===== src/ffmd_consts.svh =====
// register map, field positions, reset values and timing constants
`ifndef FFMD_CONSTS_SVH
`define FFMD_CONSTS_SVH

// register indices; byte address is four times the index
`define FFMD_IDX_CONFIG 30'h15
`define FFMD_IDX_SOURCE 30'h16
`define FFMD_IDX_THRESHOLD 30'h17
`define FFMD_IDX_DEBOUNCE 30'h18
`define FFMD_IDX_SYSCTRL 30'h19

// configuration register fields
`define FFMD_CFG_LATCH 7
`define FFMD_CFG_COMBINE 6
`define FFMD_CFG_ZEN 5
`define FFMD_CFG_YEN 4
`define FFMD_CFG_XEN 3
`define FFMD_CFG_MASK 8'hf8

// threshold register fields
`define FFMD_THS_MODE 7
`define FFMD_THS_VAL_MSB 6

// system control register fields
`define FFMD_SYS_IRQ_EN 0
`define FFMD_SYS_ROUTE 1
`define FFMD_SYS_LOWNOISE 2
`define FFMD_SYS_OS_LSB 3
`define FFMD_SYS_FS_LSB 5
`define FFMD_SYS_MASK 8'h7f

// reset values
`define FFMD_RST_BYTE 8'h00
`define FFMD_RST_CNT 32'h0000_0000

// largest threshold with the low-noise bit set (4 g)
`define FFMD_THS_LOWNOISE_MAX 8'h40

// magnitude shift per full-scale setting (2 g, 4 g, 8 g)
`define FFMD_SHIFT_2G 6
`define FFMD_SHIFT_4G 5
`define FFMD_SHIFT_8G 4

// axi responses
`define FFMD_RESP_OKAY 2'b00
`define FFMD_RESP_SLVERR 2'b10

// clock and longest debounce step per oversampling mode
`define FFMD_CLK_MHZ 200
`define FFMD_STEP_NORMAL_US 20000
`define FFMD_STEP_LOW_POWER_LOW_NOISE_MODE_US 80000
`define FFMD_STEP_HIRES_US 2500
`define FFMD_STEP_LP_US 160000

`endif


===== src/ffmd_pkg.sv =====
// types shared by the freefall and motion detector
package ffmd_pkg;

  typedef enum logic [1:0] {
    ffmd_os_normal,
    ffmd_os_low_power_low_noise_mode,
    ffmd_os_hires,
    ffmd_os_lp
  } ffmd_os_mode_t;

  typedef struct packed {
    logic strobe;
    logic [11:0] x;
    logic [11:0] y;
    logic [11:0] z;
  } ffmd_sample_t;

  typedef struct packed {
    logic pin1;
    logic pin2;
  } ffmd_irq_t;

endpackage


===== src/ffmd_top.sv =====
// freefall and motion detector with axi4-lite register slave
// Contract
// - source register: active bit 7, zero bit 6, z/y/x event and polarity
// - axis event and polarity read zero while that axis enable is clear
// - polarity is 0 for positive sample, 1 for negative sample
// - event-active sets when combined condition holds and debounce completes
// - event-active gated by interrupt enable and routing makes the request
// - axis motion true when sample magnitude strictly above threshold
// - freefall true only when all enabled magnitudes at or below threshold
// - threshold register: mode select bit 7, 7-bit threshold, reset zero
// - threshold 0.063 g per count, up to 8 g at every full scale
// - low-noise bit limits the usable threshold to 4 g
// - mode select 1 clears the debounce counter when condition false
// - mode select 0 decrements counter when false, stopping at zero
// - debounce count register: 8-bit read/write, resets to zero
// - event flag sets when counter reaches the debounce count
// - debounce counter saturates at the programmed count
// - one debounce step per output sample period
// - debounce step capped at 2.5, 20, 80 or 160 ms by mode
// - combine select 0 ands low conditions, 1 ors high conditions
// - with latch, flags freeze on event; source read clears all
// - without latch, source read leaves event-active following debounce
// - all three axis enables clear disables detection
`timescale 1ns/10ps
`default_nettype none
`include "ffmd_consts.svh"

module ffmd_top #(
  parameter int unsigned STEP_CAP_NORMAL_CYC =
    `FFMD_STEP_NORMAL_US * `FFMD_CLK_MHZ,
  parameter int unsigned STEP_CAP_LOW_POWER_LOW_NOISE_MODE_CYC =
    `FFMD_STEP_LOW_POWER_LOW_NOISE_MODE_US * `FFMD_CLK_MHZ,
  parameter int unsigned STEP_CAP_HIRES_CYC =
    `FFMD_STEP_HIRES_US * `FFMD_CLK_MHZ,
  parameter int unsigned STEP_CAP_LP_CYC =
    `FFMD_STEP_LP_US * `FFMD_CLK_MHZ
) (
  // clock and reset
  input wire logic aclk,
  input wire logic aresetn,
  // axi4-lite write address
  input wire logic [31:0] s_axi_awaddr,
  input wire logic [2:0] s_axi_awprot,
  input wire logic s_axi_awvalid,
  output logic s_axi_awready,
  // axi4-lite write data
  input wire logic [31:0] s_axi_wdata,
  input wire logic [3:0] s_axi_wstrb,
  input wire logic s_axi_wvalid,
  output logic s_axi_wready,
  // axi4-lite write response
  output logic [1:0] s_axi_bresp,
  output logic s_axi_bvalid,
  input wire logic s_axi_bready,
  // axi4-lite read address
  input wire logic [31:0] s_axi_araddr,
  input wire logic [2:0] s_axi_arprot,
  input wire logic s_axi_arvalid,
  output logic s_axi_arready,
  // axi4-lite read data
  output logic [31:0] s_axi_rdata,
  output logic [1:0] s_axi_rresp,
  output logic s_axi_rvalid,
  input wire logic s_axi_rready,
  // samples from the data path
  input wire ffmd_pkg::ffmd_sample_t sample_in,
  // interrupt requests
  output var ffmd_pkg::ffmd_irq_t irq_req
);
  import ffmd_pkg::*;

  // address match against a register index
  function automatic logic reg_hit(input logic [31:0] addr,
                                   input logic [29:0] idx);
    reg_hit = (addr[31:2] == idx);
  endfunction

  // magnitude in threshold counts of one signed sample
  function automatic logic [7:0] axis_mag(input logic [11:0] s,
                                          input logic [1:0] fs);
    logic [11:0] a;
    a = s[11] ? 12'(~s + 12'h001) : s;
    case (fs)
      2'h0: axis_mag = 8'(a >> `FFMD_SHIFT_2G);
      2'h1: axis_mag = 8'(a >> `FFMD_SHIFT_4G);
      default: axis_mag = 8'(a >> `FFMD_SHIFT_8G);
    endcase
  endfunction

  // longest debounce step for the oversampling mode
  function automatic logic [31:0] step_cap(input ffmd_os_mode_t m);
    case (m)
      ffmd_os_normal: step_cap = 32'(STEP_CAP_NORMAL_CYC);
      ffmd_os_low_power_low_noise_mode: step_cap = 32'(STEP_CAP_LOW_POWER_LOW_NOISE_MODE_CYC);
      ffmd_os_hires: step_cap = 32'(STEP_CAP_HIRES_CYC);
      default: step_cap = 32'(STEP_CAP_LP_CYC);
    endcase
  endfunction

  // registers
  logic [7:0] cfg_reg;
  logic [7:0] ths_reg;
  logic [7:0] count_reg;
  logic [7:0] sys_reg;
  logic [7:0] cnt_reg;
  logic [7:0] cnt_next;
  logic ea_reg;
  logic ea_next;
  logic [2:0] evt_reg;
  logic [2:0] evt_next;
  logic [2:0] pol_reg;
  logic [2:0] pol_next;
  logic [31:0] tmr_reg;
  logic [31:0] tmr_next;
  logic [11:0] x_reg;
  logic [11:0] y_reg;
  logic [11:0] z_reg;

  // bus state
  logic aw_hold_reg;
  logic [31:0] aw_addr_reg;
  logic w_hold_reg;
  logic [7:0] w_data_reg;
  logic w_strb_reg;
  logic bvalid_reg;
  logic [1:0] bresp_reg;
  logic rvalid_reg;
  logic [1:0] rresp_reg;
  logic [7:0] rdata_reg;

  // write channel handshakes
  wire aw_take = s_axi_awvalid && s_axi_awready;
  wire w_take = s_axi_wvalid && s_axi_wready;
  wire wr_fire = aw_hold_reg && w_hold_reg && !bvalid_reg;
  wire wr_cfg = wr_fire && w_strb_reg &&
                reg_hit(aw_addr_reg, `FFMD_IDX_CONFIG);
  wire wr_ths = wr_fire && w_strb_reg &&
                reg_hit(aw_addr_reg, `FFMD_IDX_THRESHOLD);
  wire wr_cnt = wr_fire && w_strb_reg &&
                reg_hit(aw_addr_reg, `FFMD_IDX_DEBOUNCE);
  wire wr_sys = wr_fire && w_strb_reg &&
                reg_hit(aw_addr_reg, `FFMD_IDX_SYSCTRL);
  wire wr_known = reg_hit(aw_addr_reg, `FFMD_IDX_CONFIG) ||
                  reg_hit(aw_addr_reg, `FFMD_IDX_SOURCE) ||
                  reg_hit(aw_addr_reg, `FFMD_IDX_THRESHOLD) ||
                  reg_hit(aw_addr_reg, `FFMD_IDX_DEBOUNCE) ||
                  reg_hit(aw_addr_reg, `FFMD_IDX_SYSCTRL);

  // read channel handshakes
  wire ar_take = s_axi_arvalid && s_axi_arready;
  wire rd_cfg = reg_hit(s_axi_araddr, `FFMD_IDX_CONFIG);
  wire rd_src = reg_hit(s_axi_araddr, `FFMD_IDX_SOURCE);
  wire rd_ths = reg_hit(s_axi_araddr, `FFMD_IDX_THRESHOLD);
  wire rd_cnt = reg_hit(s_axi_araddr, `FFMD_IDX_DEBOUNCE);
  wire rd_sys = reg_hit(s_axi_araddr, `FFMD_IDX_SYSCTRL);
  wire rd_known = rd_cfg || rd_src || rd_ths || rd_cnt || rd_sys;

  // configuration fields
  wire latch_enable = cfg_reg[`FFMD_CFG_LATCH];
  wire combine_select = cfg_reg[`FFMD_CFG_COMBINE];
  wire [2:0] axis_en = {cfg_reg[`FFMD_CFG_ZEN], cfg_reg[`FFMD_CFG_YEN],
                        cfg_reg[`FFMD_CFG_XEN]};
  wire debounce_mode_select = ths_reg[`FFMD_THS_MODE];
  wire [6:0] threshold_value = ths_reg[`FFMD_THS_VAL_MSB:0];
  wire motion_interrupt_enable = sys_reg[`FFMD_SYS_IRQ_EN];
  wire motion_interrupt_route = sys_reg[`FFMD_SYS_ROUTE];
  wire low_noise = sys_reg[`FFMD_SYS_LOWNOISE];
  wire ffmd_os_mode_t os_mode =
    ffmd_os_mode_t'(sys_reg[`FFMD_SYS_OS_LSB +: 2]);
  wire [1:0] full_scale = sys_reg[`FFMD_SYS_FS_LSB +: 2];

  // source read clears under latch
  wire src_clear = ar_take && rd_src && latch_enable;

  // debounce step: each sample, or the mode cap if samples are slower
  wire [31:0] cap_cyc = step_cap(os_mode);
  wire cap_hit = (tmr_reg >= cap_cyc - 32'h0000_0001);
  wire step = sample_in.strobe || cap_hit;
  wire [11:0] x_cur = sample_in.strobe ? sample_in.x : x_reg;
  wire [11:0] y_cur = sample_in.strobe ? sample_in.y : y_reg;
  wire [11:0] z_cur = sample_in.strobe ? sample_in.z : z_reg;
  wire [11:0] sgn_word = {x_cur[11], y_cur[11], z_cur[11], 9'h000};
  assign tmr_next = step ? `FFMD_RST_CNT : tmr_reg + 32'h0000_0001;

  // threshold comparison, 8 g span at all full scales
  wire [7:0] eff_ths = (low_noise &&
                        {1'b0, threshold_value} > `FFMD_THS_LOWNOISE_MAX)
                       ? `FFMD_THS_LOWNOISE_MAX
                       : {1'b0, threshold_value};
  wire [7:0] mag_x = axis_mag(x_cur, full_scale);
  wire [7:0] mag_y = axis_mag(y_cur, full_scale);
  wire [7:0] mag_z = axis_mag(z_cur, full_scale);
  wire [2:0] axis_hi = {mag_z > eff_ths, mag_y > eff_ths,
                        mag_x > eff_ths};
  wire [2:0] axis_neg = {sgn_word[9], sgn_word[10], sgn_word[11]};

  // combined condition
  wire any_en = |axis_en;
  wire cond_motion = |(axis_hi & axis_en);
  wire cond_free = &(~axis_hi | ~axis_en);
  wire cond = any_en && (combine_select ? cond_motion : cond_free);

  // debounce counter arithmetic
  wire frozen = latch_enable && ea_reg;
  wire [7:0] cnt_inc = (cnt_reg < count_reg) ? cnt_reg + 8'h01
                                             : count_reg;
  wire [7:0] cnt_dec = (cnt_reg == 8'h00) ? 8'h00
                                          : cnt_reg - 8'h01;
  wire [7:0] cnt_step = cond ? cnt_inc
                      : (debounce_mode_select ? 8'h00 : cnt_dec);
  wire do_step = step && !frozen;
  wire ea_set = do_step && cond && (cnt_step == count_reg);
  wire ea_clr = latch_enable ? src_clear
              : (do_step && !cond && cnt_step == 8'h00);

  assign cnt_next = do_step ? cnt_step
                  : (src_clear ? 8'h00 : cnt_reg);
  assign ea_next = ea_set || (ea_reg && !ea_clr);
  assign evt_next = do_step ? axis_hi
                  : (src_clear ? 3'h0 : evt_reg);
  assign pol_next = do_step ? ((axis_hi & axis_neg) | (~axis_hi & pol_reg))
                  : (src_clear ? 3'h0 : pol_reg);

  // source byte with per-axis masking
  wire [2:0] evt_vis = evt_reg & axis_en;
  wire [2:0] pol_vis = pol_reg & axis_en;
  wire [7:0] src_byte = {ea_reg, 1'b0, evt_vis[2], pol_vis[2],
                         evt_vis[1], pol_vis[1],
                         evt_vis[0], pol_vis[0]};
  wire [7:0] rd_byte = rd_cfg ? cfg_reg
                     : rd_src ? src_byte
                     : rd_ths ? ths_reg
                     : rd_cnt ? count_reg
                     : rd_sys ? sys_reg : `FFMD_RST_BYTE;

  // bus outputs
  assign s_axi_awready = !aw_hold_reg;
  assign s_axi_wready = !w_hold_reg;
  assign s_axi_bvalid = bvalid_reg;
  assign s_axi_bresp = bresp_reg;
  assign s_axi_arready = !rvalid_reg;
  assign s_axi_rvalid = rvalid_reg;
  assign s_axi_rresp = rresp_reg;
  assign s_axi_rdata = {24'h00_0000, rdata_reg};

  // interrupt requests
  assign irq_req.pin1 = ea_reg && motion_interrupt_enable &&
                        motion_interrupt_route;
  assign irq_req.pin2 = ea_reg && motion_interrupt_enable &&
                        !motion_interrupt_route;

  // write channel
  always_ff @(posedge aclk) begin
    if (!aresetn) begin
      aw_hold_reg <= 1'b0;
      aw_addr_reg <= `FFMD_RST_CNT;
      w_hold_reg <= 1'b0;
      w_data_reg <= `FFMD_RST_BYTE;
      w_strb_reg <= 1'b0;
      bvalid_reg <= 1'b0;
      bresp_reg <= `FFMD_RESP_OKAY;
    end else begin
      if (aw_take) begin
        aw_hold_reg <= 1'b1;
        aw_addr_reg <= s_axi_awaddr;
      end else if (wr_fire) begin
        aw_hold_reg <= 1'b0;
      end
      if (w_take) begin
        w_hold_reg <= 1'b1;
        w_data_reg <= s_axi_wdata[7:0];
        w_strb_reg <= s_axi_wstrb[0];
      end else if (wr_fire) begin
        w_hold_reg <= 1'b0;
      end
      if (wr_fire) begin
        bvalid_reg <= 1'b1;
        bresp_reg <= wr_known ? `FFMD_RESP_OKAY : `FFMD_RESP_SLVERR;
      end else if (s_axi_bready) begin
        bvalid_reg <= 1'b0;
      end
    end
  end

  // read channel
  always_ff @(posedge aclk) begin
    if (!aresetn) begin
      rvalid_reg <= 1'b0;
      rresp_reg <= `FFMD_RESP_OKAY;
      rdata_reg <= `FFMD_RST_BYTE;
    end else if (ar_take) begin
      rvalid_reg <= 1'b1;
      rresp_reg <= rd_known ? `FFMD_RESP_OKAY : `FFMD_RESP_SLVERR;
      rdata_reg <= rd_byte;
    end else if (s_axi_rready) begin
      rvalid_reg <= 1'b0;
    end
  end

  // software registers
  always_ff @(posedge aclk) begin
    if (!aresetn) begin
      cfg_reg <= `FFMD_RST_BYTE;
      ths_reg <= `FFMD_RST_BYTE;
      count_reg <= `FFMD_RST_BYTE;
      sys_reg <= `FFMD_RST_BYTE;
    end else begin
      if (wr_cfg) cfg_reg <= w_data_reg & `FFMD_CFG_MASK;
      if (wr_ths) ths_reg <= w_data_reg;
      if (wr_cnt) count_reg <= w_data_reg;
      if (wr_sys) sys_reg <= w_data_reg & `FFMD_SYS_MASK;
    end
  end

  // detector state
  always_ff @(posedge aclk) begin
    if (!aresetn) begin
      cnt_reg <= `FFMD_RST_BYTE;
      ea_reg <= 1'b0;
      evt_reg <= 3'h0;
      pol_reg <= 3'h0;
      tmr_reg <= `FFMD_RST_CNT;
      x_reg <= 12'h000;
      y_reg <= 12'h000;
      z_reg <= 12'h000;
    end else begin
      cnt_reg <= cnt_next;
      ea_reg <= ea_next;
      evt_reg <= evt_next;
      pol_reg <= pol_next;
      tmr_reg <= tmr_next;
      x_reg <= x_cur;
      y_reg <= y_cur;
      z_reg <= z_cur;
    end
  end

endmodule
`default_nettype wire

===== config.mk =====
export PLATFORM = sky130hd
export DESIGN_NAME = ffmd_top
export DESIGN_NICKNAME = d
export VERILOG_FILES = /design/src/ffmd_pkg.sv /design/src/ffmd_top.sv
export VERILOG_INCLUDE_DIRS = /design/src /design/src/src
export SDC_FILE = /design/constraint.sdc
export NUM_CORES = 1
export LEC_CHECK = 0
export BUFFER_PORTS_ARGS = -buffer_cell sky130_fd_sc_hd__buf_2
export CORE_MARGIN = 8
export CORE_UTILIZATION = 52
export CTS_BUF_LIST = sky130_fd_sc_hd__clkbuf_8
export DETAILED_ROUTE_END_ITERATION = 8
export PLACE_DENSITY = 0.89
export SLEW_MARGIN = 25
export SYNTH_ARGS = -nofsm -noshare
export SYNTH_HDL_FRONTEND = slang
export SYNTH_SLANG_ARGS = --single-unit

===== constraint.sdc =====
create_clock -name aclk -period 4.11 [get_ports aclk]
set_clock_uncertainty 0.2 [all_clocks]
set_input_delay 0 -clock aclk [delete_from_list [all_inputs] [get_ports aclk]]
set_output_delay 0 -clock aclk [all_outputs]
set_load 0.1 [all_outputs]

---- Word-level counts from Yosys, hierarchy flattened ----
Index checks and enable logic that the tools add are counted.
word-level totals
  flip-flop bits (word level) ............. 168
  input port bits ......................... 150
  output and inout bits ................... 43
cells by class
  $add $sub $neg .......................... 7
  $lt $le $gt $ge ......................... 6
  equal/unequal tests ..................... 14
  muxes and demuxes ....................... 36
  bitwise operators ....................... 13
  reductions and logical operators ........ 55
operators with widths
  cell                                                 number
  == test 30 x 5 -> 1 bit (second input constant)      10
  two-way mux 8 bit                                    10
  case mux 25 bit (3 select lines)                     1
  two-way mux 12 bit                                   6
  case mux 8 bit (2 select lines)                      3
  adder 12 x 1 -> 12 bit (second input constant)       3
  NOT 12 bit                                           3
  adder 32 x 1 -> 32 bit (second input constant)       1
  greater-or-equal comparator 32 bit                   1
  subtractor 32 x 1 -> 32 bit (second input constant)  1
  greater-than comparator 8 x 7 -> 1 bit               3
  logical AND 1 bit                                    24
  zero test 8 bit                                      2
  AND 3 bit                                            5
  two-way mux 7 bit                                    2
  logical OR 1 bit                                     10
  nonzero test 2 bit                                   5
  two-way mux 1 bit                                    9
  two-way mux 3 bit                                    3
  adder 8 x 1 -> 8 bit (second input constant)         1
  == test 8 bit                                        1
  zero test 1 bit                                      8
  < comparator 8 bit                                   1
  subtractor 8 x 1 -> 8 bit (second input constant)    1
  other kinds (11)                                     17

---- Longest topological paths before layout ----
  depth after elaboration ................. 18
  mapped depth ............................ 21
  gate-level depth less buffers ........... 17

---- Worst setup path after synthesis ----
OpenSTA, ideal clock, no wires.
  path type ............................... register -> register
  from .................................... reg z_reg[3]
  to ...................................... reg cnt_reg[4]
  arrival time ............................ 3.902 ns
  setup slack ............................. -0.109 ns
  cell stages (with the launch flop) ...... 17
  path buffers ............................ 1
  cells stage by stage .................... dfxtp_1 or4_4 or4_4 o22ai_4 nor2_1 o32a_2 o21ai_0 ha_1 and3_1 o21ai_0 a31oi_1 a22oi_2 a21oi_1 nand3b_2 buf_6 mux2_4 a22o_1
between the ends
  word-level cells in the longest chain between the ends .. 13
  elaborated cells between the ends (all ways) .. 15
ends and longest elaborated chain
  element                                   RTL line         text
  from (decl)                               ffmd_top.sv:117  logic [11:0] z_reg;
  from (signal assigned)                    ffmd_top.sv:334  z_reg <= z_cur;
  two-way mux 12 bit *                      ffmd_top.sv:181  wire [11:0] z_cur = sample_in.strobe ? sample_in.z : z_reg;
  NOT 12 bit *                              ffmd_top.sv:82   a = s[11] ? 12'(~s + 12'h001) : s;
  adder 12 x 1 -> 12 bit *                  ffmd_top.sv:82
  two-way mux 12 bit *                      ffmd_top.sv:82
  case mux 8 bit (2 select lines) *         ffmd_top.sv:83   case (fs)
  greater-than comparator 8 x 7 -> 1 bit *  ffmd_top.sv:193  wire [2:0] axis_hi = {mag_z > eff_ths, mag_y > eff_ths,
  NOT 3 bit                                 ffmd_top.sv:200  wire cond_free = &(~axis_hi | ~axis_en);
  bitwise OR 3 bit                          ffmd_top.sv:200
  AND reduction 3 bit                       ffmd_top.sv:200
  two-way mux 1 bit *                       ffmd_top.sv:201  wire cond = any_en && (combine_select ? cond_motion : cond_free);
  logical AND 1 bit *                       ffmd_top.sv:201
  two-way mux 8 bit *                       ffmd_top.sv:209  wire [7:0] cnt_step = cond ? cnt_inc
  two-way mux 8 bit *                       ffmd_top.sv:216  assign cnt_next = do_step ? cnt_step
  to (signal assigned)                      ffmd_top.sv:318  cnt_reg <= `FFMD_RST_BYTE;
  to (signal assigned)                      ffmd_top.sv:327  cnt_reg <= cnt_next;
  to (decl)                                 ffmd_top.sv:105  logic [7:0] cnt_reg;
Every way passes the cells marked *; elsewhere a longest branch is shown, timed or not.
A chain may end at the register's enable or synchronous reset.

---- Worst setup path in the final report ----
  from .................................... reg x_reg[3]
  to ...................................... reg cnt_reg[6]
between the ends
  word-level cells in the longest chain between the ends .. 13
  elaborated cells between the ends (all ways) .. 15
ends and longest elaborated chain
  element                                   RTL line         text
  from (decl)                               ffmd_top.sv:115  logic [11:0] x_reg;
  from (signal assigned)                    ffmd_top.sv:332  x_reg <= x_cur;
  two-way mux 12 bit *                      ffmd_top.sv:179  wire [11:0] x_cur = sample_in.strobe ? sample_in.x : x_reg;
  NOT 12 bit *                              ffmd_top.sv:82
  adder 12 x 1 -> 12 bit *                  ffmd_top.sv:82
  two-way mux 12 bit *                      ffmd_top.sv:82
  case mux 8 bit (2 select lines) *         ffmd_top.sv:83
  greater-than comparator 8 x 7 -> 1 bit *  ffmd_top.sv:194  mag_x > eff_ths};
  NOT 3 bit                                 ffmd_top.sv:200
  bitwise OR 3 bit                          ffmd_top.sv:200
  AND reduction 3 bit                       ffmd_top.sv:200
  two-way mux 1 bit *                       ffmd_top.sv:201
  logical AND 1 bit *                       ffmd_top.sv:201
  two-way mux 8 bit *                       ffmd_top.sv:209
  two-way mux 8 bit *                       ffmd_top.sv:216
Marked as above.

==> run metrics <==
worst hold path type=primary input to flop; Ys Warns=0; Fillers=between 1000 and 1500; clock share of power=a little under a third; Slew headroom=between 30% and 40%; final setup fails=9; Reg2Reg Depth=18; grt ovf=0; Detailed Routing Iterations Pass 1=6; CP required=roughly 4300 ps; H-tree levels=4; count of cell types in the netlist=75; post-route antenna net violation count=0; register bit total from synthesis=between 150 and 200; status=complete, but fails checks; vias in the first global route=a little under 10000; Die Height=about 150 um; final setup margin=-114 ps; Vias/cell=about 6; Max Cap Viol=0; total CTS buffers=17; Ant. Diodes=0; crit start category=flop; Cells after Synth=~1200; switching share of total power=around a third; CTS Root Cell=clkbuf_8; initial antenna violation count=0; DRC Markers=0; Final #Nets=roughly 1700; failing checks=negative setup slack; Layout Utilization=66.8%; actual slew at the worst max-slew pin=roughly 940 ps; minimum clock period=4220 ps; peak fanout along the critical path=7; Routed WL=approximately 30000 um; Internal Power=~3 mW; worst reg2reg endpoint=cnt_reg[6]; crit end category=flop; EDFF count, synth=0; DRT iter0 DRCs=1033; Slew Viols, Final=0; P_leak=approximately 5.3 nW; Die X=around 150 um; Final Hold Viols=0; crit path capture=cnt_reg[6]; DPL Wire Length=18600 um; RSZ-0062 raised after global routing=yes; CTS tree=yes; die area=approximately 23000 um2; Worst Path Class, Setup=flop to flop; Switch Pwr=~1.6 mW; gp weighted congestion=about 0.90; fmax=roughly 240 MHz; post-route clock period utilization=103%; Non-Filler Instances=1688; Cell Rows=50; clk buf depth=2; Sinks on Clock Net=164; Clock transition at path regs=approximately 90 ps; reg2reg start=x_reg[3]; Worst EP arrival=approximately 4400 ps; # placed instances=around 1500; post-synthesis async set-or-reset flop share=0%; P per Cell Area=approximately 370 nW/um2; max reg flops=32; Post-Place Setup Slack=-116 ps; sequential-to-total area share from yosys stat=around 34%; synth-to-layout area growth=27.3%; maximum vdd ir drop=approximately 0.27 mV; post-synthesis average cell area=8.12 um2; synthesized area=around 9700 um2; Port-buffer cells=~130; Routed WL per cell=about 18 um; worst skew pair latency=~470 ps; first-pass GRT wire length=between 40000 and 50000 um; IO Pins=a little under 200; core area=18500 um2; Initial Utilization=between 50% and 60%; total number of vias=between 9000 and 10000; reg-to-reg slack, setup=-110 ps; setup tns final=-679 ps; Reg power frac=between 30 and 40%; GRT Util Overall=24.4%; combinational power share=a little under a third; layout cell share with drive strength beyond 1=approximately 18%; Final Power=~4.5 mW; Setup crit start=x_reg[3]; largest net degree at the start of global routing=about 70; ys flop type=dfxtp_1
[how the worst min path moves through the flow]
stage	from	to	slack [ps]	cells after the start
global placement	s_axi_rready	s_axi_rvalid	-20	2
detailed placement	s_axi_rready	s_axi_rvalid	-9	2
finish	sample_in[36]	x_reg[5]	60	4
CTS	sample_in[36]	y_reg[1]	1	4
global route	sample_in[36]	z_reg[2]	80	4
floorplan	s_axi_rready	s_axi_rvalid	-100	1
[cell usage in the layout (no fill, tap or decap), types with 6 or more instances in the layout]
master	count
inv_6	6
inv_1	34
nand2_1	165
buf_4	39
o21ai_0	31
and2_1	9
conb_1	33
a22o_1	12
xor2_1	30
nor2b_1	7
nand4_1	11
nor2_1	161
nand3_1	27
mux2i_1	79
nand2b_1	11
dlygate4sd3_1	104
nor3_1	17
mux2_2	10
and3_1	15
clkbuf_8	18
dfxtp_1	160
xnor2_1	31
a21o_1	12
a31oi_1	8
buf_2	129
nor4_1	19
ha_1	59
a211oi_1	11
a21oi_1	78
[power by group through the flow]
stage	sequential, mW	clock (mW)	combinational, mW
after detailed placement	1.82	0	1.19
after global placement	1.82	0	1.15
after global routing	1.81	1.44	1.47
after floorplan	1.82	0	0.946
after CTS	1.79	1.36	1.29
final	1.80	1.36	1.36
[through the flow]
stage / hold WS, ps / cell area [um2]
after global routing: 76.4 / 12400
after detailed placement: -8.81 / 10700
after global placement: -15.8 / 10700
after CTS: 1.40 / 12300
final: 64.5 / 12400
after floorplan: -101 / 9850
[final cells by class]
class                           instances  area [um2]  share of cell area (%)
Multi-Input combinational cell        946        6150                    49.7
Clock buffer                           18         248                    2.00
Inverter                               36         136                    1.10
Tap cell                              234         293                    2.37
Sequential cell                       164        3290                    26.6
Timing Repair Buffer                  276        2050                    16.5
Clock inverter                         14         210                    1.70
[critical path, cell delays in order (launching register included)]
cell       delay [ps]
dfxtp_1           350
nor4_4            340
a32oi_1           170
nor3b_2           290
nand2_1           150
a21boi_0          320
a2111oi_1          90
a21o_1            170
ha_1              300
a21o_1            190
o21ai_0           190
a31oi_1           110
a41oi_1           210
buf_4             180
o31a_1            190
nand3b_4          140
buf_8             170
mux2i_2           150
a22o_1            200
[cells in the mapped netlist, types with 5 or more instances]
cell	count	area share, %
a211oi_1	11	0.85
a21o_1	12	0.93
a21oi_1	80	4.1
a222oi_1	5	0.52
a22o_1	12	1.1
a31oi_1	9	0.58
a32oi_1	6	0.54
and2_1	9	0.58
and3_1	15	0.97
buf_4	27	2.1
clkbuf_1	46	1.8
dfxtp_1	164	34
ha_1	60	7.7
inv_1	35	1.4
mux2_2	10	1.2
mux2i_1	80	8.2
nand2_1	165	6.4
nand2b_1	11	0.71
nand3_1	27	1.4
nand4_1	11	0.71
nor2_1	162	6.3
nor2b_1	8	0.52
nor3_1	18	0.93
nor4_1	23	1.5
o211ai_1	5	0.39
o21ai_0	37	1.9
xnor2_1	32	2.9
xor2_1	31	2.8
[timing repair]
action / in CTS / in global routing
buffers inserted: 2 / 3
hold buffers: 104 / 0
hold endpoints to repair: 118 / 0
endpoints found under the setup margin: 10 / 11
resized for setup: 15 / 20
pin swaps: 16 / 14
[routing by layer]
metal	track usage, %	wire length (um)	up-vias
li1	-	-	4631
met2	42.6	14600	551
met3	5.70	2670	136
met4	12.7	1370	0
met5	0	0	-
met1	27.3	11300	4592
[cells by family after synthesis]
family / count (synthesis) / share of synthesized area, %
and+or+nand+nor: 478 / 22.3
buffers and inverters: 118 / 5.89
other: 2 / 0.0773
DFF: 164 / 33.8
AOI/OAI and AO/OA: 221 / 15.0
xor gates and xnor gates: 63 / 5.68
adders and majority gates: 60 / 7.73
muxes: 91 / 9.56
Note: power is estimated with default switching activity, not from simulation.
